===== src/verilog/mdc_pkg.sv =====
// constants for the microstep drive control block
// assumes a single 100 MHz system clock and a word-wide register port
package mdc_pkg;
   // system clock and standstill timing
   localparam int unsigned CLK_FREQ_HZ = 100000000;
   localparam int unsigned STANDSTILL_MS = 400;
   localparam int unsigned STANDSTILL_CYCLES = (CLK_FREQ_HZ / 1000) * STANDSTILL_MS;
   localparam logic [6:0] REDUCE_PCT = 7'h3c;

   // register port
   localparam int ADDR_W = 8;
   localparam int DATA_W = 32;
   localparam logic [7:0] OFS_CTRL = 8'h00;
   localparam logic [7:0] OFS_STATUS = 8'h04;
   localparam logic [7:0] OFS_POSITION = 8'h08;
   localparam logic [7:0] OFS_IRQ_STAT = 8'h0c;
   localparam logic [7:0] OFS_IRQ_MASK = 8'h10;

   // control fields
   localparam int CTRL_REDUCE_BIT = 0;
   localparam int CTRL_FORCE_FAULT_BIT = 1;
   localparam logic [1:0] CTRL_RESET = 2'h1;

   // status fields
   localparam int ST_FAULT_BIT = 0;
   localparam int ST_STANDSTILL_BIT = 1;
   localparam int ST_ENERGISED_BIT = 2;
   localparam int ST_CUR_CODE_LSB = 8;
   localparam int ST_RES_CODE_LSB = 12;
   localparam int POS_CURRENT_LSB = 16;

   // interrupt events
   localparam int IRQ_W = 3;
   localparam int IRQ_FAULT_BIT = 0;
   localparam int IRQ_STANDSTILL_BIT = 1;
   localparam int IRQ_RESUME_BIT = 2;
   localparam logic [2:0] IRQ_MASK_RESET = 3'h0;

   // switch decode tables, indexed by code (switch off reads as one)
   localparam logic [10:0] CUR_MA_TABLE [0:7] = '{11'h0d2, 11'h0d2, 11'h1a4,
      11'h276, 11'h348, 11'h41a, 11'h4ec, 11'h5dc};
   localparam logic [15:0] RES_STEPS_TABLE [0:7] = '{16'h00c8, 16'h0190,
      16'h0320, 16'h0640, 16'h0c80, 16'h1900, 16'h3200, 16'h3200};
   localparam logic [7:0] STEP_INC_TABLE [0:7] = '{8'h40, 8'h20, 8'h10,
      8'h08, 8'h04, 8'h02, 8'h01, 8'h01};
   localparam logic [15:0] FINEST_STEPS = 16'h3200;
endpackage


===== src/verilog/mdc_top.sv =====
// microstep drive control: switch decode, step tracking, standstill
// current reduction, fault latch, indicators and a small register port
// assumes all inputs synchronous to sys_clk; fault source from the power stage
`timescale 1ns/1ps
module mdc_top #(
   parameter int unsigned STANDSTILL_CYCLES_P = mdc_pkg::STANDSTILL_CYCLES
) (
   input wire logic sys_clk,
   input wire logic reset_n,
   input wire logic clk_en,
   input wire logic step_pulse_in,
   input wire logic step_dir_in,
   input wire logic drive_allow_in,
   input wire logic fault_detect_in,
   input wire logic current_sel_bit0,
   input wire logic current_sel_bit1,
   input wire logic current_sel_bit2,
   input wire logic resolution_sel_bit0,
   input wire logic resolution_sel_bit1,
   input wire logic resolution_sel_bit2,
   input wire logic [mdc_pkg::ADDR_W-1:0] reg_addr,
   input wire logic [mdc_pkg::DATA_W-1:0] reg_wdata,
   input wire logic reg_wr,
   input wire logic reg_rd,
   output logic [mdc_pkg::DATA_W-1:0] reg_rdata,
   output logic irq,
   output logic led_green,
   output logic led_red,
   output logic winding_enable,
   output logic [7:0] phase_pos,
   output logic [10:0] current_ma,
   output logic [15:0] microsteps_per_rev,
   output logic standstill
);
   import mdc_pkg::*;

   localparam int IDLE_W = $clog2(STANDSTILL_CYCLES_P + 1);
   localparam logic [IDLE_W-1:0] IDLE_LAST = IDLE_W'(STANDSTILL_CYCLES_P - 1);

   logic [2:0] cur_code;
   logic [2:0] res_code;
   logic [10:0] full_ma;
   logic [10:0] reduced_ma;
   logic [17:0] reduce_prod;
   logic [7:0] step_inc;
   logic step_sync1_ff;
   logic step_sync2_ff;
   logic step_prev_ff;
   logic step_edge;
   logic [IDLE_W-1:0] idle_cnt_ff;
   logic standstill_ff;
   logic [7:0] phase_pos_ff;
   logic energised_ff;
   logic fault_ff;
   logic green_ff;
   logic [10:0] current_ma_ff;
   logic [1:0] ctrl_ff;
   logic [IRQ_W-1:0] irq_stat_ff;
   logic [IRQ_W-1:0] irq_mask_ff;
   logic [IRQ_W-1:0] irq_event;
   logic [DATA_W-1:0] reg_rdata_ff;
   logic [DATA_W-1:0] nxt_rdata;
   logic fault_set;

   // switch decode; an off switch reads high and counts as one
   assign cur_code = {current_sel_bit2, current_sel_bit1, current_sel_bit0};
   assign res_code = {resolution_sel_bit2, resolution_sel_bit1,
      resolution_sel_bit0};
   assign full_ma = CUR_MA_TABLE[cur_code];
   assign microsteps_per_rev = RES_STEPS_TABLE[res_code];
   // position counts in finest microsteps, so coarse settings jump further
   assign step_inc = STEP_INC_TABLE[res_code];

   // standstill level, truncated toward zero
   assign reduce_prod = 18'(full_ma) * 18'(REDUCE_PCT);
   assign reduced_ma = 11'(reduce_prod / 18'd100);

   // step input synchroniser; only the second stage feeds the edge detect
   always_ff @(posedge sys_clk or negedge reset_n) begin
      if (!reset_n) begin
         step_sync1_ff <= 1'b0;
         step_sync2_ff <= 1'b0;
         step_prev_ff <= 1'b0;
      end else if (clk_en) begin
         step_sync1_ff <= step_pulse_in;
         step_sync2_ff <= step_sync1_ff;
         step_prev_ff <= step_sync2_ff;
      end
   end
   assign step_edge = step_sync2_ff & ~step_prev_ff;

   // standstill timer, restarted by every qualified edge
   always_ff @(posedge sys_clk or negedge reset_n) begin
      if (!reset_n) begin
         idle_cnt_ff <= '0;
         standstill_ff <= 1'b0;
      end else if (clk_en) begin
         if (step_edge) begin
            idle_cnt_ff <= '0;
            standstill_ff <= 1'b0;
         end else if (idle_cnt_ff == IDLE_LAST) begin
            standstill_ff <= 1'b1;
         end else begin
            idle_cnt_ff <= idle_cnt_ff + 1'b1;
         end
      end
   end

   // commanded current; reduction can be switched off by software
   always_ff @(posedge sys_clk or negedge reset_n) begin
      if (!reset_n) begin
         current_ma_ff <= '0;
      end else if (clk_en) begin
         if (standstill_ff && ctrl_ff[CTRL_REDUCE_BIT]) begin
            current_ma_ff <= reduced_ma;
         end else begin
            current_ma_ff <= full_ma;
         end
      end
   end

   // phase position; steps while de-energised are dropped, the rotor is free
   always_ff @(posedge sys_clk or negedge reset_n) begin
      if (!reset_n) begin
         phase_pos_ff <= '0;
      end else if (clk_en && step_edge && winding_enable) begin
         if (step_dir_in) begin
            phase_pos_ff <= phase_pos_ff + step_inc;
         end else begin
            phase_pos_ff <= phase_pos_ff - step_inc;
         end
      end
   end

   // enable follows the controller level one cycle later
   always_ff @(posedge sys_clk or negedge reset_n) begin
      if (!reset_n) begin
         energised_ff <= 1'b0;
      end else if (clk_en) begin
         energised_ff <= drive_allow_in;
      end
   end

   // fault latch; only reset leaves it, no register write clears it
   assign fault_set = fault_detect_in | ctrl_ff[CTRL_FORCE_FAULT_BIT];
   always_ff @(posedge sys_clk or negedge reset_n) begin
      if (!reset_n) begin
         fault_ff <= 1'b0;
      end else if (clk_en && fault_set) begin
         fault_ff <= 1'b1;
      end
   end

   // power indicator comes on at the first enabled edge after reset
   always_ff @(posedge sys_clk or negedge reset_n) begin
      if (!reset_n) begin
         green_ff <= 1'b0;
      end else if (clk_en) begin
         green_ff <= 1'b1;
      end
   end

   assign led_green = green_ff;
   assign led_red = fault_ff;
   assign winding_enable = energised_ff & ~fault_ff;
   assign phase_pos = phase_pos_ff;
   assign current_ma = winding_enable ? current_ma_ff : 11'h000;
   assign standstill = standstill_ff;

   // interrupt events
   assign irq_event[IRQ_FAULT_BIT] = fault_set & ~fault_ff;
   assign irq_event[IRQ_STANDSTILL_BIT] = ~step_edge & ~standstill_ff &
      (idle_cnt_ff == IDLE_LAST);
   assign irq_event[IRQ_RESUME_BIT] = step_edge & standstill_ff;

   // sticky status, write one to clear; a new event beats the clear
   for (genvar i = 0; i < IRQ_W; i++) begin : g_irq
      always_ff @(posedge sys_clk or negedge reset_n) begin
         if (!reset_n) begin
            irq_stat_ff[i] <= 1'b0;
         end else if (clk_en) begin
            if (irq_event[i]) begin
               irq_stat_ff[i] <= 1'b1;
            end else if (reg_wr && reg_addr == OFS_IRQ_STAT && reg_wdata[i]) begin
               irq_stat_ff[i] <= 1'b0;
            end
         end
      end
   end
   assign irq = |(irq_stat_ff & irq_mask_ff);

   // writable registers
   always_ff @(posedge sys_clk or negedge reset_n) begin
      if (!reset_n) begin
         ctrl_ff <= CTRL_RESET;
         irq_mask_ff <= IRQ_MASK_RESET;
      end else if (clk_en && reg_wr) begin
         if (reg_addr == OFS_CTRL) begin
            ctrl_ff <= reg_wdata[1:0];
         end
         if (reg_addr == OFS_IRQ_MASK) begin
            irq_mask_ff <= reg_wdata[IRQ_W-1:0];
         end
      end
   end

   // read mux; unmapped addresses read zero
   always_comb begin
      nxt_rdata = '0;
      case (reg_addr)
         OFS_CTRL: nxt_rdata[1:0] = ctrl_ff;
         OFS_STATUS: begin
            nxt_rdata[ST_FAULT_BIT] = fault_ff;
            nxt_rdata[ST_STANDSTILL_BIT] = standstill_ff;
            nxt_rdata[ST_ENERGISED_BIT] = winding_enable;
            nxt_rdata[ST_CUR_CODE_LSB +: 3] = cur_code;
            nxt_rdata[ST_RES_CODE_LSB +: 3] = res_code;
         end
         OFS_POSITION: begin
            nxt_rdata[7:0] = phase_pos_ff;
            nxt_rdata[POS_CURRENT_LSB +: 11] = current_ma;
         end
         OFS_IRQ_STAT: nxt_rdata[IRQ_W-1:0] = irq_stat_ff;
         OFS_IRQ_MASK: nxt_rdata[IRQ_W-1:0] = irq_mask_ff;
         default: nxt_rdata = '0;
      endcase
   end

   // read data stands only in the cycle after the strobe
   always_ff @(posedge sys_clk or negedge reset_n) begin
      if (!reset_n) begin
         reg_rdata_ff <= '0;
      end else if (clk_en) begin
         reg_rdata_ff <= reg_rd ? nxt_rdata : '0;
      end
   end
   assign reg_rdata = reg_rdata_ff;
endmodule

===== config.mk =====
export PLATFORM = sky130hd
export DESIGN_NAME = mdc_top
export DESIGN_NICKNAME = d
export VERILOG_FILES = /design/src/verilog/mdc_pkg.sv /design/src/verilog/mdc_top.sv
export SDC_FILE = /design/constraint.sdc
export NUM_CORES = 1
export LEC_CHECK = 0
export BUFFER_PORTS_ARGS = -buffer_cell sky130_fd_sc_hd__buf_2
export CORE_MARGIN = 2
export CORE_UTILIZATION = 60
export DETAILED_ROUTE_END_ITERATION = 7
export HOLD_SLACK_MARGIN = 0.08
export PLACE_DENSITY = 0.84
export SKIP_LAST_GASP = 1
export SYNTH_ARGS = -nofsm -noshare
export SYNTH_HDL_FRONTEND = slang
export SYNTH_SLANG_ARGS = --single-unit

===== constraint.sdc =====
create_clock -name sys_clk -period 3.8 [get_ports sys_clk]
set_clock_uncertainty 0.05 [all_clocks]
set_input_delay 0 -clock sys_clk [delete_from_list [all_inputs] [get_ports sys_clk]]
set_output_delay 0 -clock sys_clk [all_outputs]
set_load 0.01 [all_outputs]

==> metrics.md, run 1 <==
| Metric | Value |
|---|---|
| Clk root buf | clkbuf_16 |
| Asr flop ratio synth | 1.000 |
| Die height | 137.7 um |
| Port bufs | 85 |
| Mean Syn Cell Area | 7.917 um2 |
| Mapped Cells | 1354 |
| Initial core utilization | 0.6176 |
| Area contributors post-synth | dfrtp_1 20%, ha_1 5.3%, o21ai_0 4.7%, nand2_1 4.6%, nor2_1 3.9% |
| H-tree depth | 3 |
| Post-synth top area share | 0.1961 |
| Placement Setup Slack | -7.323 ns |
| Post-synth cell types | 129 |
| Die Width | 137.7 um |
| Hpwl dp | 30770 um |
| Cell Area, Synth | 10720 um2 |
| First-pass GRT wire length | 105800 um |
| Post-synth EDFFs | 0 |
| Vias in the first global route | 17529 |
| Top_reg_cell synth | dfrtp_1 |
| Clk buf depth | 2 |
| Last step reached | 5_1_grt |
| Register area share after synthesis | 0.1985 |
| Grt ovf | 4 |
| Gr usage total | 0.7462 |
| TritonCTS Buffers | 9 |
| Area leader, netlist | dfrtp_1 |
| CTS sink cnt | 85 |
| Largest net degree at the start of global routing | 86 |
| Yosys warnings | 0 |
| Status | aborted with a tool error |
| Num rows | 48 |
| #FFs+latches synth | 85 |
| Final RePlAce weighted congestion | 1.067 |
| Placed Cells | 1963 |
| First Err | [ERROR GRT-0116] Global routing finished with congestion. Check the congestion regions in the DRC Viewer. |
| I/O pin cnt | 127 |
cells in the mapped netlist (11+ instances only):
master and instances:
inv_1 81, buf_2 17, mux2_2 28, xnor2_1 47, a21o_1 20, and2_1 31, dfrtp_1 84, a211oi_1 21
a211o_1 11, fa_1 12, nand2b_1 11, nor2b_1 14, a31oi_1 19, nor2_1 110, xor2_1 32, nand4_1 12
ha_1 45, o211ai_1 20, and3_1 14, buf_4 14, o21a_1 12, nand3_1 35, or3_1 11, o21ai_0 100
clkbuf_1 40, nand2_1 132, nor3_1 34, o31ai_1 15, a21oi_1 60, mux2i_1 19
metal layers:
| layer | GRT overflow | global-route usage |
|---|---|---|
| met2 | 1 | 0.8897 |
| met5 | 0 | 0.3639 |
| met1 | 0 | 0.7615 |
| met3 | 0 | 0.6052 |
| met4 | 3 | 0.7090 |
stage by stage:
step	TNS, ns	cell area [um2]	hold slack [ns]
floorplan	-34.77	11110	-0.3456
global placement	-38.73	14130	0.1828
detailed placement	-41.66	14130	0.2012
CTS	-34.24	15420	0.08077
logic make-up after synthesis:
| logic type | Yosys count | share of synthesized area |
|---|---|---|
| other | 1 | 0.0003498 |
| AO/OA/AOI/OAI | 438 | 0.3046 |
| flip-flops | 85 | 0.1985 |
| AND/OR/NAND/NOR | 481 | 0.2335 |
| buffers and inverters | 159 | 0.06477 |
| XOR/XNOR | 83 | 0.07178 |
| multiplexers | 49 | 0.05054 |
| adder cells (fa/ha/maj) | 58 | 0.07586 |
what timing repair did:
action,in CTS
setup buffers,35
endpoints found under the setup margin,11
gates resized for setup,107
hold buffers,16
cloned,0
hold endpoints to repair,105
pin swaps,64
==> inputs of run 2 (changes only) <==
- CORE_UTILIZATION: 60 -> 40
- HOLD_SLACK_MARGIN: 0.08 -> not set
- PLACE_DENSITY: 0.84 -> not set
- PLACE_DENSITY_LB_ADDON: not set -> 0.15
==> metrics.md, run 2 <==
| Metric | Value |
|---|---|
| Largest net degree at the start of global routing | 52 |
| Reg area | 2128 um2 |
| Vias in the first global route | 12222 |
| Final setup fails | 10 |
| Crit-path slowest cell | fa_2 |
| Max-slew headroom | 0.3479 |
| Mux cell area share after synthesis | 0.05054 (unchanged) |
| H-tree depth | 3 (unchanged) |
| Most common cell after layout, fill and taps aside | buf_4 |
| Num rows | 59 (+23%) |
| Post-synth EDFFs | 0 (unchanged) |
| Critical path class | input port to register |
| Grt met2 use | 0.4655 |
| Status | finished, violations left |
| Top_reg_cell synth | dfrtp_1 |
| Placed Cells | 2110 (+7.5%) |
| Area contributors post-synth | dfrtp_1 20%, ha_1 5.3%, o21ai_0 4.7%, nand2_1 4.6%, nor2_1 3.9% |
| Die height | 167.7 um (+22%) |
| Top-count cell post-synth | nand2_1 |
| Cell Count, Final, Fillers Out | 2236 |
| Crit path from | current_sel_bit1 |
| Critical path launch point type | input port |
| CTS tree | yes |
| CP Capture Type | register |
| Flop-to-flop setup slack | 0.72 ns |
| Reg with most FFs | idle_cnt_ff |
| Multi-input gate area | 8967 um2 |
| Post-synth cell types | 129 (unchanged) |
| Iter 0 DRT Violations | 817 |
| #FFs+latches synth | 85 (unchanged) |
| Compound-Gate Fraction of Synth Area | 0.3046 (unchanged) |
| Clk root buf | clkbuf_16 |
| Post-synthesis xor/xnor area fraction | 0.07178 (unchanged) |
| Fillers | 2234 |
| Critical-path maximum fanout | 5 |
| Yosys warnings | 0 (unchanged) |
| Fmax achieved | 97.36 MHz |
| # diodes | 0 |
| RSZ-0062 raised after global routing | yes |
| Slew @ Worst Pin | 0.9761 ns |
| Asr flop ratio synth | 1.000 (unchanged) |
| Initial core utilization | 0.4091 (-0.2086) |
| Clk buf depth | 2 (unchanged) |
| # DRC | 0 |
| Req. time, crit path | 3.97 ns |
| Area leader, netlist | dfrtp_1 |
| Placed Instance Area | 14560 um2 (+3.0%) |
| Mean Syn Cell Area | 7.917 um2 (unchanged) |
| Finished Core Util | 0.6390 |
| Nets@finish | 2008 |
| Grt met3 use | 0.02340 |
| Port bufs | 85 (unchanged) |
| Antenna viol nets, final | 0 |
| Hpwl dp | 28520 um (-7.3%) |
| Placement Setup Slack | -7.446 ns (-0.1236 ns) |
| Total number of vias | 12444 |
| Post-synth top area share | 0.1961 (unchanged) |
| I/O pin cnt | 127 (unchanged) |
| Initial antenna violation count | 0 |
| Mapped Cells | 1354 (unchanged) |
| Min-Delay Path Class | input port to register |
| Largest stage delay, worst path | 0.57 ns |
| Worst Hold End | reg_rdata[8] |
| Post-Synth Adder-Cell Area | 0.07586 (unchanged) |
| CORE AREA | 26210 um2 |
| Per-cell routed wire length | 17.22 um |
| Routing usage on met1 | 0.3517 |
| Cell Area, Synth | 10720 um2 (unchanged) |
| Largest family of logic cells by synthesized area | compound AO/OA/AOI/OAI gates |
| R2r worst-path depth | 12 |
| Grt ovf | 0 |
| Most frequent cells in the layout | 438 x buf_4, 129 x nand2_1, 108 x nor2_1 |
| Final Hold Violating Endpoints | 0 |
| Gr busiest metal | met2 |
| Worst Path Arrival | 10.44 ns |
| Die area | 28130 um2 |
| First-pass GRT wire length | 61820 um |
| Simple-Gate Fraction of Synth Area | 0.2335 (unchanged) |
| Fin worst setup slack | -6.471 ns |
| Final wirelength | 38500 um |
| Worst-Skew Late Latency | 0.34 ns |
| R2R Path End | idle_cnt_ff[25] |
| Final RePlAce weighted congestion | 0.9429 (-12%) |
| Worst r2r src | idle_cnt_ff[19] |
| Largest register FFs | 26 |
| Clock-pin slew on the worst setup and hold paths | 0.06 ns |
| Max cap viols | 0 |
| Layout cells sized above 1 | 0.4403 |
| Period Utilization, post-route | 2.703 |
| Drt pass-1 iters | 5 |
| Final Cell Area | 16750 um2 |
| Vias/cell | 5.565 |
| Fin crit period | 10.27 ns |
| TritonCTS Buffers | 9 (unchanged) |
| Max-slew violation count | 0 |
| Crit path top cell by count | buf_4 |
| CTS sink cnt | 85 (unchanged) |
| Hold path cells | 4 |
| Hold_sp | current_sel_bit0 |
| Area Growth Syn to Fin | 56.21% |
| Post-synth top cells | 132 x nand2_1, 110 x nor2_1, 100 x o21ai_0 |
| Register area share after synthesis | 0.1985 (unchanged) |
| Failing checks | setup timing |
| Die Width | 167.7 um (+22%) |
| Gr usage total | 0.2657 |
[run 2: cell counts after synthesis]
No cell type changed its count.
[run 2: logic make-up (layout without fill, tap and decap cells)]
group                      after synthesis  after routing
muxes                                   49             49
other                                    1             12
DFF                                     85             85
buffers and inverters                  159            695
AOI/OAI and AO/OA                      438            438
xor gates and xnor gates                83             83
adders and majority gates               58             58
and+or+nand+nor                        481            481
[run 2: worst max path at each step]
| stage | endpoint | slack, ns | cells after the start |
|---|---|---|---|
| after detailed placement | current_ma_ff[0] | -7.45 | 48 |
| after global routing | current_ma_ff[0] | -6.84 | 49 |
| after floorplan | current_ma_ff[0] | -6.71 | 47 |
| after global placement | current_ma_ff[0] | -7.26 | 47 |
| final | current_ma_ff[0] | -6.47 | 46 |
| after CTS | current_ma_ff[0] | -6.31 | 46 |
[run 2: timing repair]
action | CTS | global route
pin swaps | 69 | 44
hold buffers | 12 | 0
setup buffers | 78 | 21
gates resized for setup | 156 | 54
hold endpoints to repair | 65 | 0
setup endpoints to repair | 10 | 10
[run 2: worst max-delay path: cells and delay by family]
kind            cells  cell delay [ns]
compound gates     18             3.93
xor+xnor            1             0.14
fa+ha+maj           4             1.63
buf+inv            12             1.49
mux                 2             0.58
simple gates        9             2.65
[run 2: per-layer routing]
layer	up-vias	share of wire	wire length, um
met3	57	0.038	1465
met1	5989	0.46	17660
met4	0	0.018	692
met5	-	0	0
met2	343	0.49	18690
li1	6055	-	-
[run 2: through the flow]
step	TNS (ns)	hold WS [ns]
2_1_floorplan	-34.77	-0.3456
3_3_place_gp	-41.21	0.006281
3_5_place_dp	-42.22	0.003346
4_1_cts	-35.27	0.002573
5_1_grt	-39.69	0.03165
6_report	-37.25	0.02222
[run 2: cell type report]
cell class,count,area share
clock buffers,11,0.01449
clock inverters,5,0.003512
inverters,82,0.01905
multi-input cells,1121,0.5355
flip-flops and latches,85,0.1271
well taps,335,0.02503
repair buffers,597,0.2753
Power of run 2 is not shown: default switching activity piles up to over one toggle a cycle in this logic, so the estimate is an artifact.
==> inputs of run 3 (changes only) <==
- HOLD_SLACK_MARGIN: not set -> 0.06
==> metrics.md, run 3 (synthesis gave the netlist of run 2 again) <==
| Metric | Value |
|---|---|
| TritonCTS Buffers | 9 (unchanged) |
| Most common cell after layout, fill and taps aside | buf_4 |
| Critical path launch point type | input port |
| Min-Delay Path Class | input port to register |
| Final RePlAce weighted congestion | 0.9429 (unchanged) |
| Status | finished, violations left |
| Largest net degree at the start of global routing | 52 (unchanged) |
| Num rows | 59 (unchanged) |
| Crit path top cell by count | buf_4 |
| Period Utilization, post-route | 2.699 (-0.003997) |
| Failing checks | setup timing |
| Iter 0 DRT Violations | 812 (-0.61%) |
| Max-slew headroom | 0.3496 (+0.001706) |
| Critical path class | input port to register |
| Die area | 28130 um2 (unchanged) |
| First-pass GRT wire length | 62000 um (+0.28%) |
| CP Capture Type | register |
| Layout cells sized above 1 | 0.4399 (about the same) |
| Per-cell routed wire length | 17.24 um (+0.14%) |
| # diodes | 0 (unchanged) |
| Gr busiest metal | met2 |
| Fin worst setup slack | -6.455 ns (+0.01519 ns) |
| Vias in the first global route | 12256 (+0.28%) |
| I/O pin cnt | 127 (unchanged) |
| Fillers | 2229 (-0.22%) |
| Largest register FFs | 26 (unchanged) |
| Drt pass-1 iters | 5 (unchanged) |
| Largest stage delay, worst path | 0.57 ns (about the same) |
| Fin crit period | 10.26 ns (-0.01519 ns) |
| Fmax achieved | 97.51 MHz (+0.15%) |
| Hpwl dp | 28520 um (unchanged) |
| Final setup fails | 10 (unchanged) |
| Die Width | 167.7 um (unchanged) |
| Total number of vias | 12500 (+0.45%) |
| Nets@finish | 2012 (+0.20%) |
| Worst-Skew Late Latency | 0.34 ns (about the same) |
| Vias/cell | 5.580 (+0.27%) |
| Routing usage on met1 | 0.3526 (+0.0008825) |
| Gr usage total | 0.2665 (+0.0008084) |
| RSZ-0062 raised after global routing | yes |
| Area Growth Syn to Fin | 56.68% |
| Final wirelength | 38620 um (+0.32%) |
| Max cap viols | 0 (unchanged) |
| Initial core utilization | 0.4091 (unchanged) |
| Port bufs | 85 (unchanged) |
| Grt met3 use | 0.02364 (+0.0002364) |
| Die height | 167.7 um (unchanged) |
| Finished Core Util | 0.6409 (+0.001910) |
| Initial antenna violation count | 0 (unchanged) |
| Critical-path maximum fanout | 5 (unchanged) |
| Slew @ Worst Pin | 0.9736 ns (-0.002554 ns) |
| Most frequent cells in the layout | 439 x buf_4, 129 x nand2_1, 108 x nor2_1 |
| Clk buf depth | 2 (unchanged) |
| CTS tree | yes |
| H-tree depth | 3 (unchanged) |
| CTS sink cnt | 85 (unchanged) |
| Crit-path slowest cell | fa_2 |
| Reg with most FFs | idle_cnt_ff |
| CORE AREA | 26210 um2 (unchanged) |
| Req. time, crit path | 3.97 ns (about the same) |
| Clock-pin slew on the worst setup and hold paths | 0.06 ns (about the same) |
| Grt ovf | 0 (unchanged) |
| Clk root buf | clkbuf_16 |
| Grt met2 use | 0.4671 (+0.001624) |
| Max-slew violation count | 0 (unchanged) |
| # DRC | 0 (unchanged) |
| Final Hold Violating Endpoints | 0 (unchanged) |
| Antenna viol nets, final | 0 (unchanged) |
| Worst Path Arrival | 10.42 ns (-0.02 ns) |
==> run 3: changes by cell type in the layout (fill, tap and decap cells not counted), sizes merged <==
| cell | previous run | this run |
|---|---|---|
| buf | 585 | 586 |
| dlygate4sd3 | 12 | 15 |
==> run 3: repair_timing <==
| action | 4_1_cts | 5_1_grt |
|---|---|---|
| hold buffers | 15 | 0 |
| buffers inserted | 78 | 22 |
| hold endpoints to repair | 67 | 0 |
| pin swaps | 69 | 43 |
| endpoints found under the setup margin | 10 | 10 |
| gates resized for setup | 156 | 55 |
| cloned | 0 | 0 |
==> run 3: critical path: cells and delay by family <==
| kind | cells | cell delay (ns) |
|---|---|---|
| AOI/OAI and AO/OA | 17 | 3.37 |
| and+or+nand+nor | 10 | 2.95 |
| adders and majority gates | 5 | 1.80 |
| buffers and inverters | 12 | 1.40 |
| muxes | 2 | 0.57 |
| xor gates and xnor gates | 2 | 0.29 |
==> run 3: metal layers <==
metal | share of wire | vias up
met5 | 0 | -
met4 | 0.019 | 0
met3 | 0.036 | 69
met2 | 0.49 | 319
met1 | 0.46 | 6053
li1 | - | 6059
==> run 3: path summary, 6_finish.rpt <==
check	start	end	slack, ns	cells past startpoint
setup / recovery	current_sel_bit1	current_ma_ff[0]	-6.46	48
hold / removal	reg_addr[2]	reg_rdata[2]	0.08	3
setup reg to reg	idle_cnt_ff[19]	idle_cnt_ff[25]	0.72	12
hold reg to reg	led_green	led_green	0.42	1
max in group asynchronous	reset_n	ctrl_ff[0]	2.57	3
min in group asynchronous	reset_n	idle_cnt_ff[12]	0.17	2
==> run 3: layout make-up <==
type / count / area (um2) / share of cell area
inverters: 82 / 319.1 / 0.01900
well taps: 335 / 419.2 / 0.02496
repair buffers: 601 / 4648 / 0.2767
flip-flops and latches: 85 / 2128 / 0.1267
multi-input cells: 1121 / 8980 / 0.5346
clock inverters: 5 / 58.81 / 0.003501
clock buffers: 11 / 242.7 / 0.01445
==> run 3: metrics by stage <==
stage                     hold WS [ns]  setup TNS, ns  std cells  setup slack [ns]  cell area (um2)
after floorplan                -0.3456         -34.77       1365            -6.706            11110
after global placement        0.006281         -41.21       2110            -7.257            14560
after detailed placement      0.003346         -42.22       2110            -7.446            14560
after CTS                      0.06464         -35.27       2219            -6.310            16360
after global routing            0.1313         -39.66       2240            -6.834            16800
final                          0.08423         -37.14       2240            -6.455            16800
Power of run 3 is left out for the same reason.
